<file path="config.mk">
export PLATFORM = sky130hd
export DESIGN_NAME = speech_codec_end_flat
export DESIGN_NICKNAME = d
export VERILOG_FILES = /design/src/speech_frame_pkg.sv /design/src/speech_frame_if.sv /design/src/speech_codec_end.sv /design/src/flat_wrapper.sv
export VERILOG_INCLUDE_DIRS = /design/src
export SDC_FILE = /design/constraint.sdc
export NUM_CORES = 1
export LEC_CHECK = 0
export ABC_AREA = 1
export BUFFER_PORTS_ARGS = -buffer_cell sky130_fd_sc_hd__buf_2
export CAP_MARGIN = 20
export CORE_MARGIN = 5
export CORE_UTILIZATION = 54
export DETAILED_ROUTE_END_ITERATION = 8
export PLACE_DENSITY = 0.85
export SKIP_LAST_GASP = 1
export SYNTH_ARGS = -nofsm -noshare
export SYNTH_HDL_FRONTEND = slang
export SYNTH_SLANG_ARGS = --single-unit
</file>
<file path="constraint.sdc">
create_clock -name core_clk -period 5.5 [get_ports core_clk]
set_input_delay 0.275 -clock core_clk [delete_from_list [all_inputs] [get_ports core_clk]]
set_output_delay 0.275 -clock core_clk [all_outputs]
set_load 0.1 [all_outputs]
</file>
<file path="src/speech_frame_defs.svh">
// speech_frame_defs.svh: constants of the coded speech frame word stream
// assumes: included by bare name from the package and both ends
`ifndef SPEECH_FRAME_DEFS_SVH
`define SPEECH_FRAME_DEFS_SVH
`define WORD_W          16
`define SAMPLE_W        13
`define SAMPLE_PAD_W    3
`define LAR_COUNT       8
`define SUB_COUNT       4
`define PULSE_COUNT     13
`define SUB_WORDS       17
`define FRAME_WORDS     76
`define LAG_W           7
`define GAIN_W          2
`define GRID_W          2
`define AMP_W           6
`define PULSE_W         3
`define LAG_MIN         7'h28
`define LAG_MAX         7'h78
`define FRAME_TIME_MS   20
`define SAMPLES_FRAME   160
`define CLK_HZ          10000000
`define SAMPLE_HZ       8000
`define SAMPLE_CYCLES   (`CLK_HZ / `SAMPLE_HZ)
`endif

</file>
<file path="src/speech_frame_pkg.sv">
// speech_frame_pkg.sv: types and field widths used by the codec end of the frame link
// assumes: speech_frame_defs.svh on the include path
`default_nettype none
`include "speech_frame_defs.svh"
package speech_frame_pkg;
   typedef logic [`WORD_W-1:0] word_t;
   typedef enum logic [2:0] {
      FLD_LAR   = 3'h0,
      FLD_LAG   = 3'h1,
      FLD_GAIN  = 3'h3,
      FLD_GRID  = 3'h2,
      FLD_AMP   = 3'h6,
      FLD_PULSE = 3'h7
   } field_e;
   // width of a field given its kind and area-ratio index
   function automatic logic [3:0] field_width(input field_e kind, input logic [2:0] larIdx);
      logic [3:0] w;
      w = 4'h0;
      case (kind)
         FLD_LAR:   w = 4'h6 - {2'h0, larIdx[2:1]};
         FLD_LAG:   w = 4'h7;
         FLD_GAIN:  w = 4'h2;
         FLD_GRID:  w = 4'h2;
         FLD_AMP:   w = 4'h6;
         FLD_PULSE: w = 4'h3;
         default:   w = 4'h0;
      endcase
      return w;
   endfunction : field_width
endpackage : speech_frame_pkg
`default_nettype wire

</file>
<file path="src/speech_frame_if.sv">
// speech_frame_if.sv: word links between codec datapath and test/transport unit
// assumes: one clock; valid/ready handshake on each stream
`default_nettype none
`include "speech_frame_defs.svh"
interface speech_frame_if;
   // encoder input samples, transport to codec
   logic [`WORD_W-1:0] encSample;
   logic               encSampleValid;
   logic               encSampleReady;
   // coded words, codec to transport
   logic [`WORD_W-1:0] codOut;
   logic               codOutValid;
   logic               codOutReady;
   logic               codOutFirst;
   // coded words, transport to codec
   logic [`WORD_W-1:0] codIn;
   logic               codInValid;
   logic               codInReady;
   logic               codInFirst;
   // decoder output samples, codec to transport
   logic [`WORD_W-1:0] decSample;
   logic               decSampleValid;
   logic               decSampleReady;
   modport codec (
      input  encSample, encSampleValid, codOutReady, codIn, codInValid, codInFirst, decSampleReady,
      output encSampleReady, codOut, codOutValid, codOutFirst, codInReady, decSample, decSampleValid
   );
   modport transport (
      output encSample, encSampleValid, codOutReady, codIn, codInValid, codInFirst, decSampleReady,
      input  encSampleReady, codOut, codOutValid, codOutFirst, codInReady, decSample, decSampleValid
   );
endinterface : speech_frame_if
`default_nettype wire

</file>
<file path="src/speech_codec_end.sv">
// speech_codec_end.sv: codec-side formatter of samples and coded frames
// assumes: datapath supplies whole frames of raw codes; link per speech_frame_if
`default_nettype none
`include "speech_frame_defs.svh"
module speech_codec_end #(
   parameter int FRAME_WORDS = `FRAME_WORDS
) (
   // clock and reset
   input  wire logic                    core_clk,
   input  wire logic                    reset,
   // link
   speech_frame_if.codec                link,
   // datapath: encoder samples out
   output logic [`SAMPLE_W-1:0]         encSampleData,
   output logic                         encSampleStrobe,
   // datapath: encoded frame in, raw code per word
   input  wire logic [`WORD_W-1:0]      encCode,
   input  wire logic                    encCodeValid,
   output logic                         encCodeReady,
   // datapath: decoder codes out
   output logic [`WORD_W-1:0]           decCode,
   output logic [`LAG_W-1:0]            decodedLagValue,
   output logic                         decCodeStrobe,
   output logic                         decFrameDone,
   // datapath: decoder samples in
   input  wire logic [`SAMPLE_W-1:0]    decSampleData,
   input  wire logic                    decSampleValid,
   output logic                         decSampleReady
);
   // elaboration check: field walk serves only the 76-word frame
   if (FRAME_WORDS != `FRAME_WORDS)
   begin : g_frame_check
      $error("frame length must be 76 words");
   end

   // ---------------------------------------------------------------
   // field position within a frame
   // ---------------------------------------------------------------
   function automatic logic [3:0] width_at(input logic [6:0] idx);
      logic [6:0] sub;
      logic [4:0] pos;
      sub = 7'h0;
      pos = 5'h0;
      if (idx < 7'h8)
         return speech_frame_pkg::field_width(speech_frame_pkg::FLD_LAR, idx[2:0]);
      sub = idx - 7'h8;
      pos = 5'(sub % 7'(`SUB_WORDS));
      case (pos)
         5'h0:    return speech_frame_pkg::field_width(speech_frame_pkg::FLD_LAG, 3'h0);
         5'h1:    return speech_frame_pkg::field_width(speech_frame_pkg::FLD_GAIN, 3'h0);
         5'h2:    return speech_frame_pkg::field_width(speech_frame_pkg::FLD_GRID, 3'h0);
         5'h3:    return speech_frame_pkg::field_width(speech_frame_pkg::FLD_AMP, 3'h0);
         default: return speech_frame_pkg::field_width(speech_frame_pkg::FLD_PULSE, 3'h0);
      endcase
   endfunction : width_at

   function automatic logic is_lag(input logic [6:0] idx);
      logic [6:0] sub;
      sub = idx - 7'h8;
      return (idx >= 7'h8) && ((sub % 7'(`SUB_WORDS)) == 7'h0);
   endfunction : is_lag

   function automatic logic [`WORD_W-1:0] mask_of(input logic [3:0] w);
      return 16'((17'h1 << w) - 17'h1);
   endfunction : mask_of

   // ---------------------------------------------------------------
   // encoder sample input
   // ---------------------------------------------------------------
   assign link.encSampleReady = 1'b1;
   always_ff @(posedge core_clk or posedge reset)
   begin
      if (reset)
      begin
         encSampleData   <= '0;
         encSampleStrobe <= 1'b0;
      end
      else
      begin
         encSampleStrobe <= link.encSampleValid;
         if (link.encSampleValid)
            encSampleData <= link.encSample[`WORD_W-1:`SAMPLE_PAD_W];
      end
   end

   // ---------------------------------------------------------------
   // encoded frame output
   // ---------------------------------------------------------------
   logic [6:0]         encIdx;
   logic               outFull;
   logic [`WORD_W-1:0] outWord;
   logic               outFirst;
   wire  [3:0]         encWidth = width_at(encIdx);
   wire  [`WORD_W-1:0] encMasked = encCode & mask_of(encWidth);
   wire  [`LAG_W-1:0]  rawLag = encCode[`LAG_W-1:0];
   wire  [`LAG_W-1:0]  clampLag = (rawLag < `LAG_MIN) ? `LAG_MIN :
                                  (rawLag > `LAG_MAX) ? `LAG_MAX : rawLag;
   wire  [`WORD_W-1:0] encWord = is_lag(encIdx) ? {9'h0, clampLag} : encMasked;
   wire                encTake = encCodeValid && encCodeReady;
   wire                encLast = encIdx == 7'(FRAME_WORDS - 1);
   assign encCodeReady     = !outFull || link.codOutReady;
   assign link.codOut      = outWord;
   assign link.codOutValid = outFull;
   assign link.codOutFirst = outFirst;

   always_ff @(posedge core_clk or posedge reset)
   begin
      if (reset)
      begin
         encIdx   <= '0;
         outFull  <= 1'b0;
         outWord  <= '0;
         outFirst <= 1'b0;
      end
      else
      begin
         if (encTake)
         begin
            outWord  <= encWord;
            outFirst <= encIdx == 7'h0;
            encIdx   <= encLast ? 7'h0 : encIdx + 7'h1;
         end
         if (encTake)
            outFull <= 1'b1;
         else if (link.codOutReady)
            outFull <= 1'b0;
      end
   end

   // ---------------------------------------------------------------
   // decoder frame input: never stalls, any code accepted
   // ---------------------------------------------------------------
   logic [6:0] decIdx;
   wire  [6:0] decPos = link.codInFirst ? 7'h0 : decIdx;
   wire  [`WORD_W-1:0] decMasked = link.codIn & mask_of(width_at(decPos));
   assign link.codInReady = 1'b1;

   always_ff @(posedge core_clk or posedge reset)
   begin
      if (reset)
      begin
         decIdx          <= '0;
         decCode         <= '0;
         decodedLagValue <= '0;
         decCodeStrobe   <= 1'b0;
         decFrameDone    <= 1'b0;
      end
      else
      begin
         decCodeStrobe <= link.codInValid;
         decFrameDone  <= link.codInValid && decPos == 7'(FRAME_WORDS - 1);
         if (link.codInValid)
         begin
            decCode <= decMasked;
            if (is_lag(decPos))
               decodedLagValue <= decMasked[`LAG_W-1:0];
            decIdx <= (decPos == 7'(FRAME_WORDS - 1)) ? 7'h0 : decPos + 7'h1;
         end
      end
   end

   // ---------------------------------------------------------------
   // decoder sample output
   // ---------------------------------------------------------------
   logic               smpFull;
   logic [`WORD_W-1:0] smpWord;
   assign decSampleReady      = !smpFull || link.decSampleReady;
   assign link.decSample      = smpWord;
   assign link.decSampleValid = smpFull;

   always_ff @(posedge core_clk or posedge reset)
   begin
      if (reset)
      begin
         smpFull <= 1'b0;
         smpWord <= '0;
      end
      else
      begin
         if (decSampleValid && decSampleReady)
         begin
            smpWord <= {decSampleData, `SAMPLE_PAD_W'(0)};
            smpFull <= 1'b1;
         end
         else if (link.decSampleReady)
            smpFull <= 1'b0;
      end
   end
endmodule : speech_codec_end
`default_nettype wire

</file>
<file path="src/flat_wrapper.sv">
// flat-port wrapper written by rule: the top's interface ports become plain ports
module speech_codec_end_flat 
#(
   parameter int FRAME_WORDS = `FRAME_WORDS
)
  (core_clk, reset, encSampleData, encSampleStrobe, encCode, encCodeValid, encCodeReady, decCode, decodedLagValue, decCodeStrobe, decFrameDone, decSampleData, decSampleValid, decSampleReady, link_encSample, link_encSampleValid, link_codOutReady, link_codIn, link_codInValid, link_codInFirst, link_decSampleReady, link_encSampleReady, link_codOut, link_codOutValid, link_codOutFirst, link_codInReady, link_decSample, link_decSampleValid);
  speech_frame_if link_i ();
  input  wire logic core_clk;
  input  wire logic reset;
  output logic [`SAMPLE_W-1:0] encSampleData;
  output logic encSampleStrobe;
  input  wire logic [`WORD_W-1:0] encCode;
  input  wire logic encCodeValid;
  output logic encCodeReady;
  output logic [`WORD_W-1:0] decCode;
  output logic [`LAG_W-1:0] decodedLagValue;
  output logic decCodeStrobe;
  output logic decFrameDone;
  input  wire logic [`SAMPLE_W-1:0] decSampleData;
  input  wire logic decSampleValid;
  output logic decSampleReady;
  input wire logic [$bits(link_i.encSample)-1:0] link_encSample;
  input wire logic [$bits(link_i.encSampleValid)-1:0] link_encSampleValid;
  input wire logic [$bits(link_i.codOutReady)-1:0] link_codOutReady;
  input wire logic [$bits(link_i.codIn)-1:0] link_codIn;
  input wire logic [$bits(link_i.codInValid)-1:0] link_codInValid;
  input wire logic [$bits(link_i.codInFirst)-1:0] link_codInFirst;
  input wire logic [$bits(link_i.decSampleReady)-1:0] link_decSampleReady;
  output wire logic [$bits(link_i.encSampleReady)-1:0] link_encSampleReady;
  output wire logic [$bits(link_i.codOut)-1:0] link_codOut;
  output wire logic [$bits(link_i.codOutValid)-1:0] link_codOutValid;
  output wire logic [$bits(link_i.codOutFirst)-1:0] link_codOutFirst;
  output wire logic [$bits(link_i.codInReady)-1:0] link_codInReady;
  output wire logic [$bits(link_i.decSample)-1:0] link_decSample;
  output wire logic [$bits(link_i.decSampleValid)-1:0] link_decSampleValid;
  assign link_i.encSample = link_encSample;
  assign link_i.encSampleValid = link_encSampleValid;
  assign link_i.codOutReady = link_codOutReady;
  assign link_i.codIn = link_codIn;
  assign link_i.codInValid = link_codInValid;
  assign link_i.codInFirst = link_codInFirst;
  assign link_i.decSampleReady = link_decSampleReady;
  assign link_encSampleReady = link_i.encSampleReady;
  assign link_codOut = link_i.codOut;
  assign link_codOutValid = link_i.codOutValid;
  assign link_codOutFirst = link_i.codOutFirst;
  assign link_codInReady = link_i.codInReady;
  assign link_decSample = link_i.decSample;
  assign link_decSampleValid = link_i.decSampleValid;
  speech_codec_end #(.FRAME_WORDS(FRAME_WORDS)) u_core (.core_clk(core_clk), .reset(reset), .link(link_i), .encSampleData(encSampleData), .encSampleStrobe(encSampleStrobe), .encCode(encCode), .encCodeValid(encCodeValid), .encCodeReady(encCodeReady), .decCode(decCode), .decodedLagValue(decodedLagValue), .decCodeStrobe(decCodeStrobe), .decFrameDone(decFrameDone), .decSampleData(decSampleData), .decSampleValid(decSampleValid), .decSampleReady(decSampleReady));
endmodule
</file>
### Word-level counts from Yosys, hierarchy flattened

Index checks and enable logic that the tools add are counted.

* register bits: 85
* input bits: 70

* $add $sub $neg: 8
* divide/modulo/power cells: 2
* order comparisons: 6
* equality and inequality tests: 8
* shifts and indexed selects: 2
* multiplexer cells: 18
* bitwise operators: 2
* reductions and logical operators: 19

Operators by type and width (count)
* $mux 7: 5
* $and 16x16->16: 2
* $shl 1x4->16 const A: 2
* $sub 16x1->16 const B: 2
* $logic_not 7->1: 3
* $eq 5x2->1 const B: 4
* $pmux 3 s3: 2
* $mux 16: 1
* $mux 4: 4
* $add 7x1->7 const B: 2
* $eq 7x7->1 const B: 2
* $ge 7x4->1 const B: 2
* $lt 7x4->1 const B: 2
* $mod 7x5->7 const B: 2
* $sub 7x4->7 const B: 2
* $eq 5x1->1 const B: 2
* $logic_not 5->1: 2
* $sub 3x2->4 const A: 2
* $gt 7x7->1 const B: 1
* $lt 7x6->1 const B: 1
* $mux 1: 6
* $logic_and 1x1->1: 5
* $reduce_bool 2->1: 2
* $reduce_or 2->1: 2
* 3 further kinds: 5

### Longest topological paths before layout

* depth in word-level cells: 10
* gate-level depth with buffers: 35
* gate-level depth less buffers: 35

### Worst setup path before layout

OpenSTA, ideal clock, no wires.

* kind: register to register
* start point: register u_core.decIdx[1]
* end point: register u_core.decCode[4]
* library setup time: 0.120 ns
* data arrival time: 3.740 ns
* slack: 1.640 ns
* cell stages (with the launch flop): 34
* path buffers: 0
* period minus slack after synthesis: 3.860 ns
* cell sequence: dfrtp_1 -> inv_1 -> nor2_1 -> inv_1 -> ha_1 -> nor2_1 -> nand2_1 -> nor2_1 -> nand2_4 -> nand3_4 -> nand2_2 -> nand2_4 -> nand3_2 -> nand2_1 -> nand3_4 -> nand2_2 -> nand3_2 -> o21bai_4 -> nand2_2 -> nand2_1 -> nand2_2 -> nor2_4 -> nand2_2 -> nand2_4 -> nand2_2 -> inv_2 -> nand2_1 -> ha_1 -> inv_1 -> nor2_1 -> o21ai_1 -> inv_1 -> nand4_1 -> nand2_1

* word-level cells in the longest chain between the ends: 10
* elaborated cells between the ends (all ways): 17

Ends and longest elaborated chain
* start, declared: line speech_codec_end.sv:133 `logic [6:0] decIdx;`
* start signal, assigned: line speech_codec_end.sv:157 `decIdx <= (decPos == 7'(FRAME_WORDS - 1)) ? 7'h0 : decPos + 7'h1;`
* $mux 7 *: line speech_codec_end.sv:134 `wire [6:0] decPos = link.codInFirst ? 7'h0 : decIdx;`
* $sub 7x4->7: line speech_codec_end.sv:46 `sub = idx - 7'h8;`
* $mod 7x5->7: line speech_codec_end.sv:47 `` pos = 5'(sub % 7'(`SUB_WORDS)); ``
* $eq 5x1->1 or $eq 5x2->1 (tied branches): line speech_codec_end.sv:48 `case (pos)`
* $reduce_or 2->1 (no source line)
* $pmux 3 s3: line speech_codec_end.sv:48
* $mux 4 *: line speech_codec_end.sv:46
* $shl 1x4->16 *: line speech_codec_end.sv:64 `return 16'((17'h1 << w) - 17'h1);`
* $sub 16x1->16 *: line speech_codec_end.sv:64
* $and 16x16->16 *: line speech_codec_end.sv:135 `` wire [`WORD_W-1:0] decMasked = link.codIn & mask_of(width_at(decPos)); ``
* end signal, assigned: line speech_codec_end.sv:154 `decCode <= decMasked;`
* end, declared: line speech_codec_end.sv:21 `` output logic [`WORD_W-1:0] decCode, ``

Mark *: on every way between the ends. The rest lies on a longest branch, timed or not. The select of a mux whose other input is x is not followed.
A chain may end at the register's enable or synchronous reset.

### Final worst setup path

* start point: register u_core.decIdx[0]
* end point: register u_core.decodedLagValue[4]

* word-level cells in the longest chain between the ends: 10
* elaborated cells between the ends (all ways): 19

Ends and longest elaborated chain
* $mux 7 *: line speech_codec_end.sv:134
* $sub 7x4->7: line speech_codec_end.sv:46, speech_codec_end.sv:59
* $mod 7x5->7: line speech_codec_end.sv:47, speech_codec_end.sv:60
* $eq 5x1->1 or $eq 5x2->1 (tied branches): line speech_codec_end.sv:48
* $reduce_or 2->1 (no source line)
* $pmux 3 s3: line speech_codec_end.sv:48
* $mux 4: line speech_codec_end.sv:46
* $shl 1x4->16: line speech_codec_end.sv:64
* $sub 16x1->16: line speech_codec_end.sv:64
* $and 16x16->16: line speech_codec_end.sv:135
* end signal, assigned: line speech_codec_end.sv:156 `` decodedLagValue <= decMasked[`LAG_W-1:0]; ``
* end, declared: line speech_codec_end.sv:22 `` output logic [`LAG_W-1:0] decodedLagValue, ``

Mark *: on every way between the ends. The rest lies on a longest branch, timed or not.

==> metrics.md <==
| Metric | Value |
|---|---|
| Post-Route Utilization | 64.9% |
| CP required | 5740 ps |
| HP Class | in2reg |
| Vias/cell | 5.09 |
| Fin crit share | 75.0% |
| Hold Fails Final Rpt | 0 |
| Vias in the first global route | between 4k and 5k |
| Final antenna-violating net count | 0 |
| Num CTS Buffers | 9 |
| Yosys reg bits | 85 |
| Die area | 0.0125 mm^2 |
| Post-synth EDFFs | 0 |
| Drt total wl | 13200 um |
| CP arrival | ~4400 ps |
| Layout cell share with drive strength beyond 1 | around 33% |
| Fmax | 242 MHz |
| Standard-cell rows | 37 |
| IO Count | roughly 150 |
| Worst path most repeated cell | nand2_2 |
| Tot GR Track Use | between 20% and 30% |
| Commonest non-fill, non-tap cells in the layout | nand2_1, buf_2, dfrtp_1 |
| Starting Density | ~55% |
| Slew margin rel. | ~56% |
| Worst Max-Slew Pin Slew | roughly 660 ps |
| Vias | 4880 |
| Pwr Density | ~570 mW/mm^2 |
| IO buf count | between 100 and 150 |
| Worst r2r path cells | 33 |
| HPWL Detailed | just over 10000 um |
| Clk sink count | 85 |
| Slew Limit Fails | 0 |
| VDD IR max | 0.427 mV |
| Drt pass-1 iters | 6 |
| Largest net degree at the start of global routing | 86 |
| RSZ-0062 raised after global routing | no |
| Initial antenna violation count | 0 |
| Final min period | 4130 ps |
| Dpl cell area | 0.00636 mm^2 |
| CP Max Fanout | 7 |
| Cells after Synth | ~680 |
| Reg clk slew, reported paths | 100 ps |
| CP endpoint kind | register |
| Layout area overhead | 18.5% |
| Fin Setup TNS | 0 ps |
| Ranking of synthesized cells by area | dfrtp_1, nand2_1, ha_1 |
| Family with the most delay on the worst path | simple AND/OR/NAND/NOR gates |
| CP max-delay cell | dfrtp_1 |
| Post-Layout Inst Area | 0.00661 mm^2 |
| Grt ovf | 0 |
| H-tree levels | 3 |
| Warning count from the yosys run | 0 |
| Delay of the slowest critical-path stage | approximately 360 ps |
| Max Cap Viol | 0 |
| Post-CTS Setup Bufs | 0 |
| Mapped Area | 0.00557 mm^2 |
| CORE AREA | 0.0102 mm^2 |
| Placed cell count | 940 |
| LEAKAGE | 0.00358 uW |
| Final setup violation count | 0 |
| RePlAce Congestion | ~0.9 |
| Hold Crit Depth | 2 |
| Mean post-synth cell area | between 8 and 9 um^2 |
| Startpoint type of the worst setup path | register |
| Commonest non-fill, non-tap cell in the layout | nand2_1 |
| Skew-Pair Late Insertion Delay | ~360 ps |
| Synth unique cells | 48 |
| Iter 0 DRT Violations | 295 |
| Critical Path Stages | 33 |
| Global-route wire length before repair | approximately 22000 um |
| CTS tree | yes |
| Main synth FF type | dfrtp_1 |
| Die width | 112 um |
| Final std cells w/o fill | 958 |
| Fin nets | around 920 |
| Fraction of registers with async set/reset | 100% |
| N_diodes | 0 |
| Final Skew | 16.1 ps |
| Kind of critical path | reg2reg |
| Die Ht | approximately 110 um |
| Status | finished, final reports clean |
| Yosys top cell area share | 38.2% |
| Synth area leader | dfrtp_1 |
| Post-route DRC | 0 |
| CTS root buf | clkbuf_8 |
| Sequential area share after synthesis | 38.2% |
| Number of fill cells | 826 |
| CTS max path bufs | 2 |
| Crit path buf inv count | 5 |
| DR WL/cell | 13.7 um |
-- kinds of logic after synthesis --
logic type / count (synthesis) / synth area share [%]
compound gates: 66 / 7.70
xor+xnor: 13 / 2.04
fa+ha+maj: 31 / 6.96
buf+inv: 101 / 7.32
flops: 85 / 38.2
mux: 26 / 5.25
other cells: 2 / 0.135
simple gates: 357 / 32.4
-- stage by stage --
step | total power, uW | worst slack [ps] | hold WS (ps)
finish | 3780 | 1370 | 143
global route | 4080 | 812 | 122
CTS | 3780 | 1340 | 131
detailed placement | 3290 | 1300 | 461
global placement | 3240 | 1380 | 459
floorplan | 2910 | 1640 | 306
-- final cells by class --
cell class                 count  area (um^2)  area share [%]
sequential                    85         2130            32.2
timing repair buffer         138          726            11.0
inverter                      85          320            4.85
multi-input combinational    498         3050            46.2
clock inverter                 7         88.8            1.34
clock buffer                   9          124            1.88
tap                          136          170            2.58
-- sequential cells by signal (all words and copies together) (netlist names) --
signal,cells
u_core.decIdx,7
u_core.decFrameDone,1
u_core.decCodeStrobe,1
u_core.encSampleStrobe,1
u_core.link.codOutValid,1
u_core.decodedLagValue,7
u_core.decCode,16
u_core.link.decSampleValid,1
u_core.link.decSample,13
u_core.encSampleData,13
u_core.encIdx,7
u_core.link.codOutFirst,1
u_core.link.codOut,16
-- power by group --
| group | switching, uW | internal, uW |
|---|---|---|
| logic | 1800 | 705 |
| registers | 79.9 | 717 |
| clock network | 251 | 223 |
-- per-layer routing --
metal / vias to the layer above / GRT usage [%] / wire (um)
li1: 2451 / - / -
met1: 2246 / 25.6 / 5540
met2: 160 / 37.5 / 6700
met3: 23 / 3.04 / 613
met4: 0 / 7.38 / 316
met5: - / 0 / 0
-- worst reg2reg max path, delay by kind of cell (launching register included) --
family	cells	cell delay, ps
flops	1	360
fa+ha+maj	2	480
compound gates	2	330
buf+inv	5	480
simple gates	24	2390
-- worst paths after layout --
kind                                    from                        end  slack [ps]
setup / recovery            u_core.decIdx[0]  u_core.decodedLagValue[4]        1370
hold / removal             decSampleData[10]  u_core.link.decSample[13]         140
setup reg to reg            u_core.decIdx[0]  u_core.decodedLagValue[4]        1370
hold reg to reg            u_core.decCode[4]          u_core.decCode[4]         480
max in group asynchronous              reset      u_core.link.codOut[4]        4440
min in group asynchronous              reset         u_core.decCode[15]         460
-- Yosys cell counts, types with 3 or more instances --
| master | count |
|---|---|
| inv_1 | 73 |
| nand2_4 | 12 |
| nand4_1 | 13 |
| nor2_4 | 7 |
| nand3_2 | 6 |
| o22ai_1 | 4 |
| ha_1 | 31 |
| o21ai_1 | 15 |
| nor3_1 | 6 |
| buf_4 | 5 |
| o21ai_0 | 19 |
| nand2_1 | 163 |
| dfrtp_1 | 85 |
| nand3_1 | 52 |
| a21oi_1 | 12 |
| nand2_2 | 34 |
| nand3b_1 | 4 |
| inv_2 | 11 |
| nor2_2 | 5 |
| xnor2_1 | 3 |
| mux2_2 | 26 |
| clkbuf_1 | 6 |
| nor2_1 | 46 |
| xor2_1 | 10 |
-- what timing repair did --
action | CTS | global route
endpoints found under the hold margin | 0 | 11
hold buffers | 0 | 1
gates resized for setup | 0 | 0
(Power assumes the default switching activity.)
